`src/split_timer_regs.vh`:
```
`ifndef SPLIT_TIMER_REGS_VH
`define SPLIT_TIMER_REGS_VH

// ----------------------------------------------------------------------------
// register word indices (byte address = index * 4)
// ----------------------------------------------------------------------------
`define ST_IDX_CTRL 3'h0
`define ST_IDX_CNT_L 3'h1
`define ST_IDX_CNT_H 3'h2
`define ST_IDX_RLD_L 3'h3
`define ST_IDX_RLD_H 3'h4
`define ST_IDX_CKSEL 3'h5
`define ST_IDX_IEN 3'h6

// ----------------------------------------------------------------------------
// timer_control_reg fields
// ----------------------------------------------------------------------------
`define ST_CTRL_HFLAG 7
`define ST_CTRL_LFLAG 6
`define ST_CTRL_LIEN 5
`define ST_CTRL_CAPEN 4
`define ST_CTRL_SPLIT 3
`define ST_CTRL_RUN 2
`define ST_CTRL_XSEL_HI 1
`define ST_CTRL_XSEL_LO 0

// ----------------------------------------------------------------------------
// clock_select_reg and interrupt_enable_reg fields
// ----------------------------------------------------------------------------
`define ST_CKSEL_FAST_L 4
`define ST_CKSEL_FAST_H 5
`define ST_IEN_TIMER 5

// ----------------------------------------------------------------------------
// external clock select codes
// ----------------------------------------------------------------------------
`define ST_XSEL_DIV12 2'h0
`define ST_XSEL_RTC8 2'h1
`define ST_XSEL_RSVD 2'h2
`define ST_XSEL_CMP 2'h3

// ----------------------------------------------------------------------------
// reset values and timing counts
// ----------------------------------------------------------------------------
`define ST_RST_BYTE 8'h00
`define ST_SYS_DIV 12
`define ST_RTC_DIV 8

`endif

```
`src/edge_sync.v`:
```
`timescale 1ns/1ps
`default_nettype none

module edge_sync (
   // clock and reset
   input wire mclk,
   input wire nrst,
   // asynchronous level in
   input wire async_i,
   // synchronised rising edge out
   output wire rise_o
);

   reg meta_q;
   reg sync_q;
   reg last_q;

   // meta_q feeds sync_q only; the edge is taken after the second stage
   always @(posedge mclk) begin
      if (!nrst) begin
         meta_q <= 1'b0;
         sync_q <= 1'b0;
         last_q <= 1'b0;
      end else begin
         meta_q <= async_i;
         sync_q <= meta_q;
         last_q <= sync_q;
      end
   end

   assign rise_o = sync_q & ~last_q;

endmodule

`default_nettype wire

```
`src/split_timer.v`:
```
`timescale 1ns/1ps
`default_nettype none
`include "split_timer_regs.vh"

//
// Overview of operation
// - count is low half plus high half
// - split bit selects 16-bit or dual 8-bit
// - 16-bit wrap loads reload, sets high flag
// - timer irq enable fires on full overflow
// - low irq enable adds low-byte wrap interrupts
// - split halves reload from own reload byte
// - split: run gates high half only
// - fast bit picks system clock, else select field
// - rtc and comparator synchronised before use
// - split: each half wrap sets its flag
// - split: high always, low if enabled, interrupts
// - flags cleared only by software
// - capture enable bit turns on capture
// - capture on comparator rise or rtc/8
// - capture copies count to reload, sets flag
// - control register layout, all bits reset zero
// - low wrap sets low flag in every mode
//

module split_timer #(
   parameter SYS_DIV = `ST_SYS_DIV,
   parameter RTC_DIV = `ST_RTC_DIV
) (
   // clock and reset
   input wire mclk,
   input wire nrst,
   // wishbone slave
   input wire cyc_i,
   input wire stb_i,
   input wire we_i,
   input wire [4:2] adr_i,
   input wire [3:0] sel_i,
   input wire [31:0] dat_i,
   output reg [31:0] dat_o,
   output reg ack_o,
   // external clock sources
   input wire rtc_clock,
   input wire cmp_out,
   // interrupt request
   output reg irq_o
);

   // ------------------------------------------------------------------------
   // derived constants
   // ------------------------------------------------------------------------
   // the divider end points are cut to the counter widths on purpose
   localparam [31:0] SYS_LAST_W = SYS_DIV - 1;
   localparam [31:0] RTC_LAST_W = RTC_DIV - 1;
   localparam [3:0] SYS_LAST = SYS_LAST_W[3:0];
   localparam [2:0] RTC_LAST = RTC_LAST_W[2:0];

   // ------------------------------------------------------------------------
   // state
   // ------------------------------------------------------------------------
   reg [7:0] timer_control_reg_q;
   reg [7:0] timer_control_reg_d;
   reg [7:0] count_low_half_q;
   reg [7:0] count_low_half_d;
   reg [7:0] count_high_half_q;
   reg [7:0] count_high_half_d;
   reg [7:0] reload_low_half_q;
   reg [7:0] reload_low_half_d;
   reg [7:0] reload_high_half_q;
   reg [7:0] reload_high_half_d;
   reg [7:0] clock_select_reg_q;
   reg [7:0] interrupt_enable_reg_q;
   reg [3:0] div12_q;
   reg [2:0] rtc_div_q;
   reg [7:0] rd_byte;

   // ------------------------------------------------------------------------
   // field decode
   // ------------------------------------------------------------------------
   wire split_select = timer_control_reg_q[`ST_CTRL_SPLIT];
   wire run_control = timer_control_reg_q[`ST_CTRL_RUN];
   wire capture_enable = timer_control_reg_q[`ST_CTRL_CAPEN];
   wire low_overflow_irq_enable = timer_control_reg_q[`ST_CTRL_LIEN];
   wire high_overflow_flag = timer_control_reg_q[`ST_CTRL_HFLAG];
   wire low_overflow_flag = timer_control_reg_q[`ST_CTRL_LFLAG];
   wire [1:0] external_clock_select =
      timer_control_reg_q[`ST_CTRL_XSEL_HI:`ST_CTRL_XSEL_LO];
   wire external_select_bit1 = timer_control_reg_q[`ST_CTRL_XSEL_HI];
   wire low_half_fast_clock = clock_select_reg_q[`ST_CKSEL_FAST_L];
   wire high_half_fast_clock = clock_select_reg_q[`ST_CKSEL_FAST_H];
   wire timer_irq_enable = interrupt_enable_reg_q[`ST_IEN_TIMER];

   // ------------------------------------------------------------------------
   // bus decode
   // ------------------------------------------------------------------------
   // one word index compare, shared by every write strobe
   function idx_hit;
      input [2:0] a;
      input [2:0] idx;
      begin
         idx_hit = (a == idx);
      end
   endfunction

   // the access is taken once, on the edge at which ack rises
   wire req = cyc_i & stb_i & ~ack_o;
   // only byte lane 0 carries a register; upper lanes are dropped on write
   wire wr = req & we_i & sel_i[0];
   wire wr_ctrl = wr & idx_hit(adr_i, `ST_IDX_CTRL);
   wire wr_cnt_l = wr & idx_hit(adr_i, `ST_IDX_CNT_L);
   wire wr_cnt_h = wr & idx_hit(adr_i, `ST_IDX_CNT_H);
   wire wr_rld_l = wr & idx_hit(adr_i, `ST_IDX_RLD_L);
   wire wr_rld_h = wr & idx_hit(adr_i, `ST_IDX_RLD_H);
   wire wr_cksel = wr & idx_hit(adr_i, `ST_IDX_CKSEL);
   wire wr_ien = wr & idx_hit(adr_i, `ST_IDX_IEN);
   wire [7:0] wbyte = dat_i[7:0];

   // ------------------------------------------------------------------------
   // slow clock sources
   // ------------------------------------------------------------------------
   // pin edges reach the counters three clocks late; a source faster
   // than about half of mclk can lose edges
   wire rtc_rise;
   wire cmp_rise;

   edge_sync u_rtc_sync (
      .mclk(mclk),
      .nrst(nrst),
      .async_i(rtc_clock),
      .rise_o(rtc_rise)
   );

   edge_sync u_cmp_sync (
      .mclk(mclk),
      .nrst(nrst),
      .async_i(cmp_out),
      .rise_o(cmp_rise)
   );

   wire div12_tick = (div12_q == SYS_LAST);
   wire rtc8_tick = rtc_rise & (rtc_div_q == RTC_LAST);

   always @(posedge mclk) begin
      if (!nrst) begin
         div12_q <= 4'h0;
         rtc_div_q <= 3'h0;
      end else begin
         div12_q <= div12_tick ? 4'h0 : div12_q + 4'h1;
         if (rtc_rise) begin
            rtc_div_q <= (rtc_div_q == RTC_LAST) ? 3'h0 : rtc_div_q + 3'h1;
         end
      end
   end

   // ------------------------------------------------------------------------
   // clock source selection
   // ------------------------------------------------------------------------
   // reserved select code gives no ticks, so the half simply holds
   // both halves share the select field; only the fast bits are per half
   function pick_tick;
      input fast;
      input [1:0] xsel;
      input t_div12;
      input t_rtc;
      input t_cmp;
      begin
         if (fast) begin
            pick_tick = 1'b1;
         end else begin
            case (xsel)
               `ST_XSEL_DIV12: pick_tick = t_div12;
               `ST_XSEL_RTC8: pick_tick = t_rtc;
               `ST_XSEL_CMP: pick_tick = t_cmp;
               `ST_XSEL_RSVD: pick_tick = 1'b0;
               default: pick_tick = 1'b0;
            endcase
         end
      end
   endfunction

   wire tick_l = pick_tick(low_half_fast_clock, external_clock_select,
                           div12_tick, rtc8_tick, cmp_rise);
   wire tick_h = pick_tick(high_half_fast_clock, external_clock_select,
                           div12_tick, rtc8_tick, cmp_rise);

   // ------------------------------------------------------------------------
   // counting
   // ------------------------------------------------------------------------
   // low half free-runs in split mode; in 16-bit mode the high half is
   // carried by the low wrap and uses no tick of its own
   // in 16-bit mode a low wrap reloads only together with a high wrap
   wire adv_l = split_select ? tick_l : (run_control & tick_l);
   wire low_full = (count_low_half_q == 8'hFF);
   wire high_full = (count_high_half_q == 8'hFF);
   wire wrap_l = adv_l & low_full;
   wire adv_h = split_select ? (run_control & tick_h) : wrap_l;
   wire wrap_h = adv_h & high_full;

   // ------------------------------------------------------------------------
   // capture
   // ------------------------------------------------------------------------
   // capture also works in split mode, but the pair then holds two byte counts
   wire cap_src = external_select_bit1 ? cmp_rise : rtc8_tick;
   wire cap_evt = capture_enable & cap_src;

   wire set_h = wrap_h | cap_evt;
   wire set_l = wrap_l;

   // ------------------------------------------------------------------------
   // next-state logic
   // ------------------------------------------------------------------------
   always @* begin
      count_low_half_d = count_low_half_q;
      count_high_half_d = count_high_half_q;
      if (adv_l) begin
         if (!low_full) begin
            count_low_half_d = count_low_half_q + 8'h01;
         end else if (split_select || wrap_h) begin
            count_low_half_d = reload_low_half_q;
         end else begin
            count_low_half_d = 8'h00;
         end
      end
      if (adv_h) begin
         count_high_half_d = high_full ? reload_high_half_q
                                       : count_high_half_q + 8'h01;
      end
      // a software write overrides the count in the same edge
      if (wr_cnt_l) begin
         count_low_half_d = wbyte;
      end
      if (wr_cnt_h) begin
         count_high_half_d = wbyte;
      end
   end

   always @* begin
      reload_low_half_d = reload_low_half_q;
      reload_high_half_d = reload_high_half_q;
      if (cap_evt) begin
         reload_low_half_d = count_low_half_q;
         reload_high_half_d = count_high_half_q;
      end
      if (wr_rld_l) begin
         reload_low_half_d = wbyte;
      end
      if (wr_rld_h) begin
         reload_high_half_d = wbyte;
      end
   end

   // flags: a hardware set wins over a software clear in the same edge
   // writing 1 to a flag sets it, so software can raise the request itself
   always @* begin
      timer_control_reg_d = wr_ctrl ? wbyte : timer_control_reg_q;
      if (set_h) begin
         timer_control_reg_d[`ST_CTRL_HFLAG] = 1'b1;
      end
      if (set_l) begin
         timer_control_reg_d[`ST_CTRL_LFLAG] = 1'b1;
      end
   end

   // ------------------------------------------------------------------------
   // registers
   // ------------------------------------------------------------------------
   always @(posedge mclk) begin
      if (!nrst) begin
         timer_control_reg_q <= `ST_RST_BYTE;
         count_low_half_q <= `ST_RST_BYTE;
         count_high_half_q <= `ST_RST_BYTE;
         reload_low_half_q <= `ST_RST_BYTE;
         reload_high_half_q <= `ST_RST_BYTE;
         clock_select_reg_q <= `ST_RST_BYTE;
         interrupt_enable_reg_q <= `ST_RST_BYTE;
      end else begin
         timer_control_reg_q <= timer_control_reg_d;
         count_low_half_q <= count_low_half_d;
         count_high_half_q <= count_high_half_d;
         reload_low_half_q <= reload_low_half_d;
         reload_high_half_q <= reload_high_half_d;
         // clock and interrupt enable words are plain storage beyond their used bits
         if (wr_cksel) begin
            clock_select_reg_q <= wbyte;
         end
         if (wr_ien) begin
            interrupt_enable_reg_q <= wbyte;
         end
      end
   end

   // ------------------------------------------------------------------------
   // interrupt request
   // ------------------------------------------------------------------------
   // level request, held while a flag stands; the low flag only counts
   // when its own enable is set, so the handler must look at both flags
   // one clock behind the flag so that the request leaves from a register
   always @(posedge mclk) begin
      if (!nrst) begin
         irq_o <= 1'b0;
      end else begin
         irq_o <= timer_irq_enable & (high_overflow_flag
                  | (low_overflow_irq_enable & low_overflow_flag));
      end
   end

   // ------------------------------------------------------------------------
   // read mux
   // ------------------------------------------------------------------------
   // the 16-bit count is read a byte at a time with no shadow latch,
   // so the high half may step between the two reads
   always @* begin
      case (adr_i)
         `ST_IDX_CTRL: rd_byte = timer_control_reg_q;
         `ST_IDX_CNT_L: rd_byte = count_low_half_q;
         `ST_IDX_CNT_H: rd_byte = count_high_half_q;
         `ST_IDX_RLD_L: rd_byte = reload_low_half_q;
         `ST_IDX_RLD_H: rd_byte = reload_high_half_q;
         `ST_IDX_CKSEL: rd_byte = clock_select_reg_q;
         `ST_IDX_IEN: rd_byte = interrupt_enable_reg_q;
         default: rd_byte = 8'h00;
      endcase
   end

   // ------------------------------------------------------------------------
   // bus answer
   // ------------------------------------------------------------------------
   // one wait state; unmapped words ack with zero and ignore writes
   // a held request is masked while ack is high, so ack lasts one cycle
   always @(posedge mclk) begin
      if (!nrst) begin
         ack_o <= 1'b0;
         dat_o <= 32'h00000000;
      end else begin
         ack_o <= req;
         if (req) begin
            dat_o <= {24'h000000, rd_byte};
         end
      end
   end

endmodule

`default_nettype wire

```
`config.mk`:
```
export PLATFORM = sky130hd
export DESIGN_NAME = split_timer
export DESIGN_NICKNAME = d
export VERILOG_FILES = /design/src/edge_sync.v /design/src/split_timer.v
export VERILOG_INCLUDE_DIRS = /design/src
export SDC_FILE = /design/constraint.sdc
export NUM_CORES = 1
export LEC_CHECK = 0
export ABC_CLOCK_PERIOD_IN_PS = 1900
export BUFFER_PORTS_ARGS = -buffer_cell sky130_fd_sc_hd__buf_2
export CORE_UTILIZATION = 51
export CTS_BUF_LIST = sky130_fd_sc_hd__clkbuf_4 sky130_fd_sc_hd__clkbuf_8 sky130_fd_sc_hd__clkbuf_16
export DETAILED_ROUTE_END_ITERATION = 8
export PLACE_DENSITY = 0.77
export SETUP_SLACK_MARGIN = 0.2
export SLEW_MARGIN = 25
export SYNTH_ARGS = -nofsm -noshare
export SYNTH_HDL_FRONTEND = slang
export SYNTH_SLANG_ARGS = --single-unit
```
`constraint.sdc`:
```
create_clock -name mclk -period 1.9 [get_ports mclk]
set_input_delay 0.285 -clock mclk [delete_from_list [all_inputs] [get_ports mclk]]
set_output_delay 0.285 -clock mclk [all_outputs]
set_load 0.03 [all_outputs]
```
==> results.json <==
{
  "run_status": "finished with violations",
  "failed_checks": "negative setup slack",
  "synthFlopType": "dfxtp_1",
  "p_per_area_mw_per_mm2": 644,
  "critical_path_arrival_ns": 2.44,
  "drive_above_1_share_pct": 28.2,
  "gp_congestion": 0.987,
  "synth.avg_cell_area_um2": 8.47,
  "area_growth_pct": 26.0,
  "setup_violations": 33,
  "die_w_um": 94.2,
  "ant_nets": 0,
  "antenna_cells": 0,
  "gr-total-overflow": 0,
  "yosys.area.top_type": "dfxtp_1",
  "place_area_mm2": 0.00488,
  "dp_cells": 664,
  "nets": 639,
  "root_buffer": "clkbuf_8",
  "routed_wl_um": 13300,
  "cap_viol_max_count": 0,
  "grt_max_degree": 49,
  "final_area_mm2": 0.00547,
  "hold_viol": 0,
  "slew-limit-headroom_pct": 66.3,
  "core-area_mm2": 0.00822,
  "synthDistinctLibCells": 56,
  "fin_ws_ns": -0.268,
  "worst_hold_path_type": "in -> reg",
  "dp_hpwl_um": 8360,
  "min_period_over_period_pct": 114,
  "drc": 0,
  "die-area_mm2": 0.00888,
  "cts_buffers": 9,
  "clock_latency_ns": 0.36,
  "reg2reg_slack_ns": -0.27,
  "cts_max_level": 3,
  "portBuffers": 28,
  "avgRoutedWirePerCell_um": 19.1,
  "antenna_found_initial": 0,
  "dp_worst_setup_slack_ns": -0.178,
  "cts_tree": "yes",
  "vias_per_cell": 6.20,
  "final_util_pct": 66.5,
  "grtUsageTotal_pct": 29.2,
  "synth_edf_count": 0,
  "finalClockSkew_ns": 0.0103,
  "instances_no_fill": 698,
  "synthCells": 512,
  "start_kind": "register",
  "die_h_um": 94.2,
  "drtIter0Drc": 484,
  "netlist_area_mm2": 0.00434,
  "worst_pin_slew_ns": 0.504,
  "grt_pass1_vias": 3867,
  "num_vias": 4328,
  "crit_path_end_kind": "register",
  "num_io_pins": 80,
  "async_reset_ff_share_pct": 0,
  "start_util_pct": 52.8,
  "synth_top_area_share_pct": 36.5,
  "yosysWarnings": 0,
  "required_ns": 2.17,
  "critPathMaxFanout": 4,
  "criticalPathCategory": "reg -> reg",
  "p_leak_uw": 0.00225,
  "firstDrtPassIters": 6,
  "rows": 33,
  "ys_ff_latch": 79,
  "fmax_mhz": 461,
  "ys_top_cells_by_area": "dfxtp_1 (36%), mux2i_1 (12%), nor2_1 (7.9%), a21oi_1 (4.5%), buf_4 (4.2%)",
  "ys_seq_area_share_pct": 36.5,
  "cts_hold_buf": 0,
  "finalCriticalPeriod_ns": 2.17,
  "slew_viol_final": 0,
  "clock-sinks": 79,
  "ir_drop_v": 0.000474,
  "grt_pass1_wl_um": 19400,
  "rsz0062_at_grt": "true",
  "clockBufferDepth": 2,
  "clk_pin_slew_worst_paths_ns": 0.08
}
## repair_timing
action                     4_1_cts  5_1_grt
pin swaps                       11        7
setup endpoints to repair       56       56
buffers inserted                 9        6
cloned                           1        2
gates resized for setup         12       22
## power by group
| group | total (uW) | internal [uW] | switching [uW] |
|---|---|---|---|
| combinational | 307 | 88.5 | 219 |
| clock | 1530 | 905 | 625 |
| sequential | 1680 | 1670 | 11.1 |
| total | 3520 | 2670 | 855 |
## registers in the layout, summed over array words and instances, names as in the netlist, 3 cells and up
name / cells
dat_o: 8
rtc_div_q: 3
timer_control_reg_q: 8
count_low_half_q: 8
count_high_half_q: 8
clock_select_reg_q: 8
reload_low_half_q: 8
div12_q: 4
interrupt_enable_reg_q: 8
reload_high_half_q: 8
## worst max-delay path: stages, from the launching register on
cell and delay, ns:
dfxtp_2 0.34, ha_4 0.16, ha_4 0.15, and4bb_2 0.24, o21ai_4 0.26, a2111oi_4 0.13
or2_1 0.29, buf_6 0.14, and4_4 0.18, o31ai_2 0.19
## stage by stage
| stage | hold WS, ns | TNS [ns] | total power (uW) |
|---|---|---|---|
| after floorplan | 0.412 | 0 | 1950 |
| after global placement | 0.421 | -0.934 | 2010 |
| after detailed placement | 0.428 | -2.09 | 2020 |
| after CTS | 0.118 | -2.51 | 3520 |
| after global routing | 0.119 | -7.26 | 3620 |
| final | 0.122 | -4.82 | 3520 |
## layer usage
layer | part of all wire, % | vias up | global-route usage, % | wire (um)
met5 | 0 | - | 0 | 0
met4 | 4.6 | 0 | 15.5 | 616
met3 | 9.4 | 63 | 5.83 | 1250
met2 | 48 | 316 | 48.1 | 6400
met1 | 38 | 2028 | 35.6 | 5040
li1 | - | 1921 | - | -
## worst paths after layout
kind | endpoint | from | cells after the start
worst max register to register | count_high_half_q[2]$_SDFFE_PN0P_ | rtc_div_q[1]$_SDFFE_PN0N_ | 9
worst max-delay path | count_high_half_q[2]$_SDFFE_PN0P_ | rtc_div_q[1]$_SDFFE_PN0N_ | 9
worst min-delay path | u_cmp_sync.meta_q$_SDFF_PN0_ | cmp_out | 2
worst min register to register | u_cmp_sync.sync_q$_SDFF_PN0_ | u_cmp_sync.meta_q$_SDFF_PN0_ | 1
## cell usage after synthesis (8+ instances only)
master,n
a21oi_1,39
a22oi_1,15
buf_2,10
buf_4,24
clkbuf_1,17
dfxtp_1,79
mux2_2,8
mux2i_1,53
nand2_1,35
nand3_1,16
nor2_1,91
nor3_1,8
o21ai_0,26
## placed cells by master, fill, tap and decap left out, drive strengths merged, types with 2 or more instances in the layout
cell type	Yosys	layout
clkbuf	17	12
ha	5	5
xor2	3	3
mux2	8	8
a21oi	40	41
nand4	4	4
and4	3	3
nor3	10	10
o21ai	27	27
o31ai	3	3
nand2b	5	5
nor2	94	94
o211ai	4	4
bufinv	0	3
a31oi	4	4
nand3	16	16
a22oi	15	15
or3	6	6
inv	4	4
buf	37	94
xnor2	5	5
mux2i	53	53
and2	7	7
dfxtp	79	79
conb	1	24
o221ai	3	3
nor2b	3	3
mux4	4	4
and3b	2	2
nand2	35	35
## cells by family after synthesis
family	share of synthesized area, %
simple gates	20.8
compound gates	15.7
flops	36.5
mux	16.4
buf+inv	7.56
xor+xnor	1.62
fa+ha+maj	1.44
other cells	0.0864
## layout make-up
cell class	instances	area, um2
clock inverter	5	106
multi-input combinational	399	2720
clock buffer	11	139
timing repair buffer	95	769
inverter	4	15.0
sequential	79	1590
tap	105	131
fill	628	2750
(Power assumes the default switching activity.)
